$ cat src/hdl/devctl_pkg.sv
// Constants and carrier types for the device control and link capability bank
// How it works
// - Nonfatal seen flag sets, write-one clears
// - Correctable seen flag sets, write-one clears
// - Retry enable gates retry-status answers downstream
// - Read request size field, resets to 512
// - No snoop permit hardwired zero
// - Aux power permit is read-write, resets zero
// - Phantom function enable reads zero always
// - Long tag enable reads zero always
// - Payload field stored; transmit limit fixed 128
// - Relaxed order enable reads zero
// - Unsupported report enable gates that reporting
// - Fatal report enable gates fatal messages
// - Nonfatal report enable gates nonfatal messages
// - Correctable report enable gates correctable messages
// - Port number field reads zero
// - Link capability bits 23:21 read zero
// - Link active report capable reads zero
// - Surprise down report capable reads zero
// - Fatal seen flag sets, write-one clears
package devctl_pkg;

    // ------------------------------------------------------------
    // Register map
    // ------------------------------------------------------------
    localparam logic [7:0] DEV_CSR_ADDR   = 8'hC8;
    localparam logic [7:0] LINK_CAP_ADDR  = 8'hCC;

    // ------------------------------------------------------------
    // Field positions of the control and status word
    // ------------------------------------------------------------
    localparam int FATAL_SEEN_BIT     = 18;
    localparam int NONFATAL_SEEN_BIT  = 17;
    localparam int COR_SEEN_BIT       = 16;
    localparam int RETRY_EN_BIT       = 15;
    localparam int RD_SIZE_LSB        = 12;
    localparam int AUX_PERMIT_BIT     = 10;
    localparam int PAYLOAD_LSB        = 5;
    localparam int UNSUP_EN_BIT       = 3;
    localparam int FATAL_EN_BIT       = 2;
    localparam int NONFATAL_EN_BIT    = 1;
    localparam int COR_EN_BIT         = 0;

    // ------------------------------------------------------------
    // Reset values and fixed encodings
    // ------------------------------------------------------------
    localparam logic [2:0]  RD_SIZE_RST   = 3'h2;
    localparam logic [2:0]  RD_SIZE_MAX   = 3'h5;
    localparam logic [2:0]  PAYLOAD_RST   = 3'h0;
    localparam logic [2:0]  PAYLOAD_USED  = 3'h0;
    localparam logic [31:0] LINK_CAP_LOW  = 32'h0003_FFFF;
    localparam logic [31:0] UNMAPPED_DATA = 32'h0000_0000;

    // Error events from the bridge core
    typedef struct packed {
        logic fatal;
        logic nonfatal;
        logic correctable;
        logic unsupported;
    } err_event_t;

    // Message requests toward the upstream link
    typedef struct packed {
        logic fatal;
        logic nonfatal;
        logic correctable;
    } err_msg_t;

    // Control bits that steer the bridge
    typedef struct packed {
        logic       retry_status_permit;
        logic [2:0] read_size_code;
        logic       aux_power_permit;
        logic [2:0] payload_code_used;
        logic       no_snoop_permit;
        logic       relaxed_order_enable;
    } dev_ctl_t;

endpackage : devctl_pkg

$ cat src/hdl/devctl_regs.sv
// Device control/status and link capability registers on classic Wishbone
`timescale 1ns/1ps
`default_nettype none

module devctl_regs
    import devctl_pkg::*;
#(
    parameter logic [31:0] LINK_CAP_LOW_BITS = LINK_CAP_LOW
) (
    input  wire logic        clk_i,
    input  wire logic        rst_i,
    input  wire logic        cyc_i,
    input  wire logic        stb_i,
    input  wire logic        we_i,
    input  wire logic [7:0]  adr_i,
    input  wire logic [3:0]  sel_i,
    input  wire logic [31:0] dat_i,
    output var  logic [31:0] dat_o,
    output var  logic        ack_o,
    input  wire err_event_t  err_i,
    input  wire logic        other_ctl_i,
    output var  err_msg_t    msg_o,
    output var  logic        unsup_report_o,
    output var  dev_ctl_t    ctl_o
);

    // ------------------------------------------------------------
    // State
    // ------------------------------------------------------------
    logic       fatal_seen_flag_q, fatal_seen_flag_d;
    logic       nonfatal_seen_flag_q, nonfatal_seen_flag_d;
    logic       correctable_seen_flag_q, correctable_seen_flag_d;
    logic       retry_en_q, retry_en_d;
    logic [2:0] rd_size_q, rd_size_d;
    logic       aux_power_permit_q, aux_power_permit_d;
    logic [2:0] payload_limit_q, payload_limit_d;
    logic       unsupported_report_enable_q, unsupported_report_enable_d;
    logic       fatal_report_enable_q, fatal_report_enable_d;
    logic       nonfatal_report_enable_q, nonfatal_report_enable_d;
    logic       correctable_report_enable_q, correctable_report_enable_d;
    logic       ack_q, ack_d;
    logic [31:0] dat_q, dat_d;
    err_msg_t   msg_q, msg_d;
    logic       unsup_q, unsup_d;
    logic [31:0] csr_word;
    logic        req;
    logic        wr_csr;

    // Request taken only when no ack is pending, giving one-cycle acks
    assign req    = cyc_i && stb_i && !ack_q;
    assign wr_csr = req && we_i && (adr_i == DEV_CSR_ADDR);

    // ------------------------------------------------------------
    // Read image of the control/status word
    // ------------------------------------------------------------
    // Hardwired bits (11, 9, 8, 4) and upper bits read zero
    always_comb begin
        csr_word = 32'h0000_0000;
        csr_word[FATAL_SEEN_BIT]    = fatal_seen_flag_q;
        csr_word[NONFATAL_SEEN_BIT] = nonfatal_seen_flag_q;
        csr_word[COR_SEEN_BIT]      = correctable_seen_flag_q;
        csr_word[RETRY_EN_BIT]      = retry_en_q;
        csr_word[RD_SIZE_LSB +: 3]  = rd_size_q;
        csr_word[AUX_PERMIT_BIT]    = aux_power_permit_q;
        csr_word[PAYLOAD_LSB +: 3]  = payload_limit_q;
        csr_word[UNSUP_EN_BIT]      = unsupported_report_enable_q;
        csr_word[FATAL_EN_BIT]      = fatal_report_enable_q;
        csr_word[NONFATAL_EN_BIT]   = nonfatal_report_enable_q;
        csr_word[COR_EN_BIT]        = correctable_report_enable_q;
    end

    // ------------------------------------------------------------
    // Next-state for flags, control bits and the bus answer
    // ------------------------------------------------------------
    // Set beats clear: an error in the clearing cycle stays recorded
    always_comb begin
        fatal_seen_flag_d       = fatal_seen_flag_q;
        nonfatal_seen_flag_d    = nonfatal_seen_flag_q;
        correctable_seen_flag_d = correctable_seen_flag_q;
        retry_en_d              = retry_en_q;
        rd_size_d               = rd_size_q;
        aux_power_permit_d      = aux_power_permit_q;
        payload_limit_d         = payload_limit_q;
        unsupported_report_enable_d = unsupported_report_enable_q;
        fatal_report_enable_d       = fatal_report_enable_q;
        nonfatal_report_enable_d    = nonfatal_report_enable_q;
        correctable_report_enable_d = correctable_report_enable_q;
        if (wr_csr && sel_i[2]) begin
            if (dat_i[FATAL_SEEN_BIT]) fatal_seen_flag_d = 1'b0;
            if (dat_i[NONFATAL_SEEN_BIT]) begin
                nonfatal_seen_flag_d = 1'b0;
            end
            if (dat_i[COR_SEEN_BIT]) begin
                correctable_seen_flag_d = 1'b0;
            end
        end
        if (wr_csr && sel_i[1]) begin
            retry_en_d         = dat_i[RETRY_EN_BIT];
            rd_size_d          = dat_i[RD_SIZE_LSB +: 3];
            aux_power_permit_d = dat_i[AUX_PERMIT_BIT];
        end
        if (wr_csr && sel_i[0]) begin
            payload_limit_d             = dat_i[PAYLOAD_LSB +: 3];
            unsupported_report_enable_d = dat_i[UNSUP_EN_BIT];
            fatal_report_enable_d       = dat_i[FATAL_EN_BIT];
            nonfatal_report_enable_d    = dat_i[NONFATAL_EN_BIT];
            correctable_report_enable_d = dat_i[COR_EN_BIT];
        end
        // Detection ignores the report enables
        if (err_i.fatal) fatal_seen_flag_d = 1'b1;
        if (err_i.nonfatal) nonfatal_seen_flag_d = 1'b1;
        if (err_i.correctable) correctable_seen_flag_d = 1'b1;
        ack_d = req;
        dat_d = UNMAPPED_DATA;
        if (req && !we_i) begin
            case (adr_i)
                DEV_CSR_ADDR:  dat_d = csr_word;
                // Bits 31:19 (port number, reserved, link active and
                // surprise down) read zero; only the low part is configured
                LINK_CAP_ADDR:
                    dat_d = {13'h0000, LINK_CAP_LOW_BITS[18:0]};
                default:       dat_d = UNMAPPED_DATA;
            endcase
        end
    end

    // Message requests: one pulse per detected event, gated by enables
    always_comb begin
        msg_d.fatal       = err_i.fatal && fatal_report_enable_q
                            && other_ctl_i;
        msg_d.nonfatal    = err_i.nonfatal && nonfatal_report_enable_q
                            && other_ctl_i;
        msg_d.correctable = err_i.correctable
                            && correctable_report_enable_q
                            && other_ctl_i;
        unsup_d = err_i.unsupported
                  && unsupported_report_enable_q;
    end

    // ------------------------------------------------------------
    // Registers
    // ------------------------------------------------------------
    always_ff @(posedge clk_i) begin
        if (rst_i) begin
            fatal_seen_flag_q           <= 1'b0;
            nonfatal_seen_flag_q        <= 1'b0;
            correctable_seen_flag_q     <= 1'b0;
            retry_en_q                  <= 1'b0;
            rd_size_q                   <= RD_SIZE_RST;
            aux_power_permit_q          <= 1'b0;
            payload_limit_q             <= PAYLOAD_RST;
            unsupported_report_enable_q <= 1'b0;
            fatal_report_enable_q       <= 1'b0;
            nonfatal_report_enable_q    <= 1'b0;
            correctable_report_enable_q <= 1'b0;
            ack_q                       <= 1'b0;
            dat_q                       <= 32'h0000_0000;
            msg_q                       <= '0;
            unsup_q                     <= 1'b0;
        end else begin
            fatal_seen_flag_q           <= fatal_seen_flag_d;
            nonfatal_seen_flag_q        <= nonfatal_seen_flag_d;
            correctable_seen_flag_q     <= correctable_seen_flag_d;
            retry_en_q                  <= retry_en_d;
            rd_size_q                   <= rd_size_d;
            aux_power_permit_q          <= aux_power_permit_d;
            payload_limit_q             <= payload_limit_d;
            unsupported_report_enable_q <= unsupported_report_enable_d;
            fatal_report_enable_q       <= fatal_report_enable_d;
            nonfatal_report_enable_q    <= nonfatal_report_enable_d;
            correctable_report_enable_q <= correctable_report_enable_d;
            ack_q                       <= ack_d;
            dat_q                       <= dat_d;
            msg_q                       <= msg_d;
            unsup_q                     <= unsup_d;
        end
    end

    // Control outputs; payload fixed at 128 bytes whatever is stored
    always_ff @(posedge clk_i) begin
        if (rst_i) begin
            ctl_o <= '{1'b0, RD_SIZE_RST, 1'b0, PAYLOAD_USED, 1'b0, 1'b0};
        end else begin
            ctl_o.retry_status_permit  <= retry_en_d;
            ctl_o.read_size_code       <= rd_size_d;
            ctl_o.aux_power_permit     <= aux_power_permit_d;
            ctl_o.payload_code_used    <= PAYLOAD_USED;
            ctl_o.no_snoop_permit      <= 1'b0;
            ctl_o.relaxed_order_enable <= 1'b0;
        end
    end

    assign ack_o          = ack_q;
    assign dat_o          = dat_q;
    assign msg_o          = msg_q;
    assign unsup_report_o = unsup_q;
endmodule : devctl_regs

`default_nettype wire

$ cat config.mk
export PLATFORM = sky130hd
export DESIGN_NAME = devctl_regs
export DESIGN_NICKNAME = d
export VERILOG_FILES = /design/src/hdl/devctl_pkg.sv /design/src/hdl/devctl_regs.sv
export SDC_FILE = /design/constraint.sdc
export NUM_CORES = 1
export LEC_CHECK = 0
export BUFFER_PORTS_ARGS = -buffer_cell sky130_fd_sc_hd__buf_4
export CAP_MARGIN = 20
export CORE_MARGIN = 4
export CORE_UTILIZATION = 40
export DETAILED_ROUTE_END_ITERATION = 12
export GPL_TIMING_DRIVEN = 0
export PLACE_DENSITY = 0.86
export SLEW_MARGIN = 30
export SYNTH_ARGS = -nofsm -noshare
export SYNTH_HDL_FRONTEND = slang
export SYNTH_SLANG_ARGS = --single-unit
$ cat constraint.sdc
create_clock -name clk_i -period 2.55 [get_ports clk_i]
set_input_delay 0.3825 -clock clk_i [delete_from_list [all_inputs] [get_ports clk_i]]
set_output_delay 0.3825 -clock clk_i [all_outputs]
set_load 0.005 [all_outputs]
==> summary.md, run 1 <==
| Metric | Value |
|---|---|
| Sw frac | 20.0% |
| CTS Buf Count | 5 |
| Async set-reset flop share out of synthesis | 0% |
| WL final | 3270 um |
| # diodes | 0 |
| Worst-path cell chain | buf_4 -> or3b_4 -> nor4_2 -> mux2i_1 |
| Mux contribution to synthesized area | 7.67% |
| Largest net degree at the start of global routing | 12 |
| Clk_skew | 6.06 ps |
| RSZ-0062 raised after global routing | false |
| Max-cap viol count | 0 |
| GRT Total Usage | 13.0% |
| Pwr/cell area | 510 nW/um2 |
| Top cells by area, synth | dfxtp_1 (46%), buf_4 (11%), nand2b_1 (9.6%) |
| Final Max Slew Viols | 0 |
| GPL Wtd Cong | 0.758 |
| Synth Cell Area | 1570 um2 |
| Synth Area per Inst | 9.43 um2 |
| Input/output buffers | 63 |
| Worst ir drop on vdd | 0.000193 V |
| Vias in the first global route | 1214 |
| Max_slew headroom | 51.6% |
| Worst-path fanout max | 5 |
| Fin Setup TNS | 0 ps |
| FILL cells | 334 |
| Final Hold Violating Endpoints | 0 |
| Combinational power share | 9.8% |
| Critical path's top delay family | simple AND/OR/NAND/NOR gates |
| # IOs | 101 |
| Simple logic cell fraction of the synthesized area | 25.0% |
| Mapped Cells | 166 |
| DRC | 0 |
| Util after Layout | 61.1% |
| Share of cells above drive strength 1 | 39.4% |
| Chip width | 70.6 um |
| Final worst-path setup slack | 913 ps |
| Worst hold path type | input pin to register |
| Final Cell Area | 2270 um2 |
| Clock Sinks | 36 |
| Largest family of logic cells by synthesized area | simple AND/OR/NAND/NOR gates |
| Full die area | 4980 um2 |
| Xor and xnor area share after synthesis | 0% |
| CP endpoint kind | register |
| Clk buf depth | 2 |
| Area fraction in compound gates after synthesis | 6.87% |
| Final period utilization | 64.2% |
| TritonCTS clock tree | built |
| Number of flops mapped to enable cells by yosys | 0 |
| Syn. warnings | 0 |
| Iter 0 DRT Violations | 46 |
| Clock share of power | 41.2% |
| Area Overhead vs Synth | 45.0% |
| DP HPWL | 2720 um |
| # hold bufs at CTS | 0 |
| WP buf/inv | 1 |
| Yosys top cell area share | 46.0% |
| Worst skew pair latency | 280 ps |
| Register area share after synthesis | 46.0% |
| Max stage delay on crit path | 680 ps |
| First-pass GRT wire length | 5130 um |
| Status | finished, final reports clean |
| Via density | 4.19 |
| Synth area leader | dfxtp_1 |
| Internal power | 926 uW |
| Sequential power share | 49.1% |
| Placed cell area | 2160 um2 |
| Nets | 307 |
| Vias | 1265 |
| Power consumption | 1160 uW |
| Critical path's slowest cell | nor4_2 |
| Seq cells post-synth | 36 |
| Setup violators final | 0 |
| Drt wl/cell | 10.8 um |
| Floorplan die height | 70.6 um |
| Post-DRT Antenna Nets | 0 |
| Final min period | 1640 ps |
| Root Buffer | clkbuf_8 |
| Core area | 3720 um2 |
| Lkg Pwr | 0.00104 uW |
| Worst-path clk slew | 70 ps |
| Synth unique cells | 26 |
| CP required | 2770 ps |
| NetSw | 232 uW |
| Remaining global-route overflow | 0 |
| FF/Latch Area | 721 um2 |
| Placement Setup Slack | 593 ps |
| Critical path arrival | 1850 ps |
| Multi-input gate area | 687 um2 |
| CTS resizes | 0 |
| H-tree depth | 2 |
| Row cnt | 22 |
| Initial Util | 42.1% |
| Critical Path Source Type | input pin |
| Initial antenna violation count | 0 |
| Fmax | 0.611 GHz |
| Synth Flop Type | dfxtp_1 |
| TritonRoute pass-1 iters | 4 |
| Crit Path Class | input pin to register |
| Actual slew at the worst max-slew pin | 720 ps |
| Post-CTS Setup Bufs | 0 |
| Adder-Cell Fraction of Synth Area | 0% |
==> metrics by stage <==
stage          hold slack (ps)  instances
2_1_floorplan              442        183
3_3_place_gp               453        294
3_5_place_dp               462        294
4_1_cts                    314        302
5_1_grt                    328        302
6_report                   317        302
==> Yosys cell counts, types with 2 or more instances <==
master,instances
dfxtp_1,36
nand2b_1,24
buf_4,23
nor2_1,22
o21ai_0,14
mux2i_1,12
clkbuf_1,5
nand2_1,5
a21oi_1,3
and3_1,3
o21bai_1,3
buf_6,2
==> tightest hold or removal path, stage by stage <==
cell    delay, ps
buf_4          80
inv_1          30
nor2_1         80
==> layout make-up <==
| cell class | instances | share of cell area [%] |
|---|---|---|
| Tap cell | 48 | 2.65 |
| Clock buffer | 6 | 3.20 |
| Sequential cell | 36 | 31.8 |
| Clock inverter | 2 | 1.54 |
| Multi-Input combinational cell | 115 | 30.3 |
| Timing Repair Buffer | 63 | 20.8 |
| Inverter | 1 | 0.165 |
| Buffer | 31 | 9.59 |
==> cell families after synthesis <==
group	Yosys count
muxes	12
DFF	36
other	1
and+or+nand+nor	65
buffers and inverters	32
AOI/OAI and AO/OA	20
==> layer usage <==
metal  track usage, %  up-vias  part of all wire [%]
met5                0        -                     0
met4             7.52        0                   1.7
met3             3.98        5                   8.9
met2             22.2       48                    49
met1             14.2      534                    41
li1                 -      678                     -
==> final timing paths <==
check / from / end / slack, ps / cells after the start
worst min register to register: ack_o$_SDFF_PP0_ / ack_o$_SDFF_PP0_ / 470 / 1
worst max-delay path: adr_i[1] / ctl_o[6]$_SDFFE_PP0P_ / 910 / 4
worst max register to register: ack_o$_SDFF_PP0_ / ctl_o[6]$_SDFFE_PP0P_ / 920 / 3
worst min-delay path: err_i[0] / unsup_report_o$_SDFF_PP0_ / 320 / 3
==> sequential cells by signal (all words and copies together), names as in the netlist <==
register                     cells
ack_o                            1
correctable_report_enable_q      1
correctable_seen_flag_q          1
ctl_o                            5
dat_o                           16
fatal_report_enable_q            1
fatal_seen_flag_q                1
msg_o                            3
nonfatal_report_enable_q         1
nonfatal_seen_flag_q             1
payload_limit_q                  3
unsup_report_o                   1
unsupported_report_enable_q      1
==> power by group through the flow <==
stage                     clock, uW  sequential, uW  combinational (uW)
final                           476             568                 113
after global routing            510             568                 126
after CTS                       487             568                 112
after detailed placement          0             581                 112
after global placement            0             581                 110
after floorplan                   0             581                61.0
==> placed cells by master, fill, tap and decap left out <==
cell type   n
nor4bb_1    1
nand4b_1    1
conb_1     18
bufinv_16   1
nor3_1      1
nand2_1     5
nor4_1      1
and3_1      3
nand4bb_1   1
inv_1       1
clkbuf_8    5
or3b_4      1
buf_4      86
clkinv_2    1
nor4b_2     1
dfxtp_1    36
a21oi_1     3
or4b_4      1
nor2b_1     1
buf_1       1
nand2b_1   24
o21ai_0    14
nor4_2      1
o21bai_1    3
nor2_1     22
buf_6       2
nor4_4      1
mux2i_1    12
clkbuf_1    6
Note: power is estimated with default switching activity, not from simulation.
==> run 2: changes to the inputs <==
clock period = 1.6 ns   (was 2.55 ns; I/O delays follow)
==> summary.md, run 2 (synthesized netlist as in run 1, its figures left out) <==
| Metric | Value |
|---|---|
| FILL cells | 331 (-0.90%) |
| Hold Path End | unsup_report_o$_SDFF_PP0_ |
| Floorplan die height | 70.6 um (unchanged) |
| Chip width | 70.6 um (unchanged) |
| Critical path's slowest cell | nor4_1 |
| Final min period | 1480 ps |
| Sw frac | 20.2% (+0.12 points) |
| Reg-to-reg slack, setup | 120 ps (-800 ps) |
| GPL Wtd Cong | 0.758 (unchanged) |
| Lkg Pwr | 0.00105 uW (+1.4%) |
| Final period utilization | 92.7% |
| Crit Path Class | register to register |
| Status | finished, final reports clean |
| Fin Setup TNS | 0 ps (unchanged) |
| HP Start | err_i[0] |
| Worst skew pair latency | 280 ps (about the same) |
| Critical Path Source Type | register |
| Post-DRT Antenna Nets | 0 (unchanged) |
| R2R depth | 3 (unchanged) |
| Clock share of power | 41.1% (about the same) |
| Remaining global-route overflow | 0 (unchanged) |
| Max_slew headroom | 56.6% (+5.1 points) |
| Clk_skew | 6.82 ps (+0.754 ps) |
| Internal power | 1480 uW (+59%) |
| Crit. Startpoint | ack_o$_SDFF_PP0_ |
| Hold depth | 3 (unchanged) |
| Initial Util | 42.1% (unchanged) |
| Vias in the first global route | 1214 (unchanged) |
| Worst-path cell chain | nand4b_1 -> nor4_1 -> a21oi_1 |
| Full die area | 4980 um2 (unchanged) |
| Max-cap viol count | 0 (unchanged) |
| RSZ-0062 raised after global routing | false |
| Area Overhead vs Synth | 46.0% |
| R2R Path Start | ack_o$_SDFF_PP0_ |
| Critical path's top delay family | simple AND/OR/NAND/NOR gates |
| CP endpoint kind | register |
| Via density | 4.25 (+1.5%) |
| CP required | 1750 ps (-1020 ps) |
| Share of cells above drive strength 1 | 39.6% (+0.24 points) |
| Core area | 3720 um2 (unchanged) |
| NetSw | 373 uW (+61%) |
| Largest net degree at the start of global routing | 12 (unchanged) |
| Actual slew at the worst max-slew pin | 642 ps (-78.6 ps) |
| Nets | 308 (+0.33%) |
| Critical path arrival | 1630 ps (-220 ps) |
| GRT Total Usage | 13.1% (+0.089 points) |
| Iter 0 DRT Violations | 41 (-11%) |
| # IOs | 101 (unchanged) |
| DRC | 0 (unchanged) |
| Combinational power share | 9.9% (about the same) |
| TritonCTS clock tree | built |
| Clk buf depth | 2 (unchanged) |
| Sequential power share | 49.0% (about the same) |
| Vias | 1288 (+1.8%) |
| Max reg flops | 16 (unchanged) |
| H-tree depth | 2 (unchanged) |
| R2R Path End | fatal_seen_flag_q$_SDFFE_PP0P_ |
| WL final | 3300 um (+0.95%) |
| First-pass GRT wire length | 5160 um (+0.68%) |
| Drt wl/cell | 10.9 um (+0.61%) |
| Initial antenna violation count | 0 (unchanged) |
| Final Max Slew Viols | 0 (unchanged) |
| Most frequent cells in the layout | buf_4 (87), dfxtp_1 (36), nand2b_1 (24) |
| CTS Buf Count | 5 (unchanged) |
| WHS | 175 ps (-142 ps) |
| WP buf/inv | 0 (-1) |
| Worst-path fanout max | 4 (-1) |
| Root Buffer | clkbuf_8 |
| Worst ir drop on vdd | 0.000307 V (+59%) |
| Row cnt | 22 (unchanged) |
| DP HPWL | 2720 um (unchanged) |
| TritonRoute pass-1 iters | 4 (unchanged) |
| Max stage delay on crit path | 570 ps (-110 ps) |
| Final Hold Violating Endpoints | 0 (unchanged) |
| Setup violators final | 0 (unchanged) |
| Clock Sinks | 36 (unchanged) |
| # diodes | 0 (unchanged) |
| Input/output buffers | 63 (unchanged) |
| Fmax | 0.674 GHz |
| Pwr/cell area | 809 nW/um2 (+59%) |
| Commonest non-fill, non-tap cell in the layout | buf_4 |
| Worst-path clk slew | 70 ps (about the same) |
| Worst hold path type | input pin to register |
[run 2: worst register-to-register path, stage by stage, from the launching register on]
cell and delay (ps):
dfxtp_1 330, nand4b_1 320, nor4_1 570, a21oi_1 130
[run 2: final cells by class]
class / count / area [um2] / share of cell area [%]
inverter: 1 / 3.75 / 0.164
buffer: 31 / 218 / 9.52
clock inverter: 2 / 35.0 / 1.53
clock buffer: 6 / 72.6 / 3.17
sequential: 36 / 721 / 31.5
timing repair buffer: 64 / 480 / 21.0
tap: 48 / 60.1 / 2.63
multi-input combinational: 115 / 696 / 30.4
[run 2: timing repair]
action | in CTS | in global routing
pin swaps | 1 | 2
setup endpoints to repair | 5 | 10
gates resized for setup | 1 | 0
setup buffers | 0 | 1
hold buffers | 0 | 0
[run 2: metrics by stage]
stage	instances	area (um2)	setup WS (ps)	util, %	power (uW)
after floorplan	183	1630	16.8	-	1020
after global placement	294	2160	-187	58.2	1100
after detailed placement	294	2160	-215	58.2	1100
after CTS	302	2280	70.4	61.3	1860
after global routing	303	2290	38.4	61.5	1920
final	303	2290	117	61.5	1850
[run 2: power groups by stage]
stage / sequential (uW) / combinational, uW / clock (uW)
after floorplan: 925 / 97.2 / 0
after global placement: 926 / 175 / 0
after detailed placement: 926 / 179 / 0
after CTS: 906 / 180 / 776
after global routing: 906 / 202 / 812
final: 906 / 182 / 760
[run 2: layer usage]
metal	wire [um]	vias to the layer above	global-route usage [%]
li1	-	679	-
met1	1360	554	14.5
met2	1600	50	22.2
met3	293	5	3.98
met4	55	0	7.52
met5	0	-	0
[run 2: how the worst max path moves through the flow]
| stage | end | slack, ps | cells past startpoint |
|---|---|---|---|
| 6_report | fatal_seen_flag_q$_SDFFE_PP0P_ | 120 | 3 |
| 5_1_grt | correctable_seen_flag_q$_SDFFE_PP0P_ | 40 | 3 |
| 4_1_cts | payload_limit_q[1]$_SDFFE_PP0P_ | 70 | 3 |
| 3_5_place_dp | ctl_o[6]$_SDFFE_PP0P_ | -210 | 4 |
| 3_3_place_gp | ctl_o[5]$_SDFFE_PP0P_ | -190 | 4 |
| 2_1_floorplan | dat_o[16]$_SDFF_PP0_ | 20 | 5 |
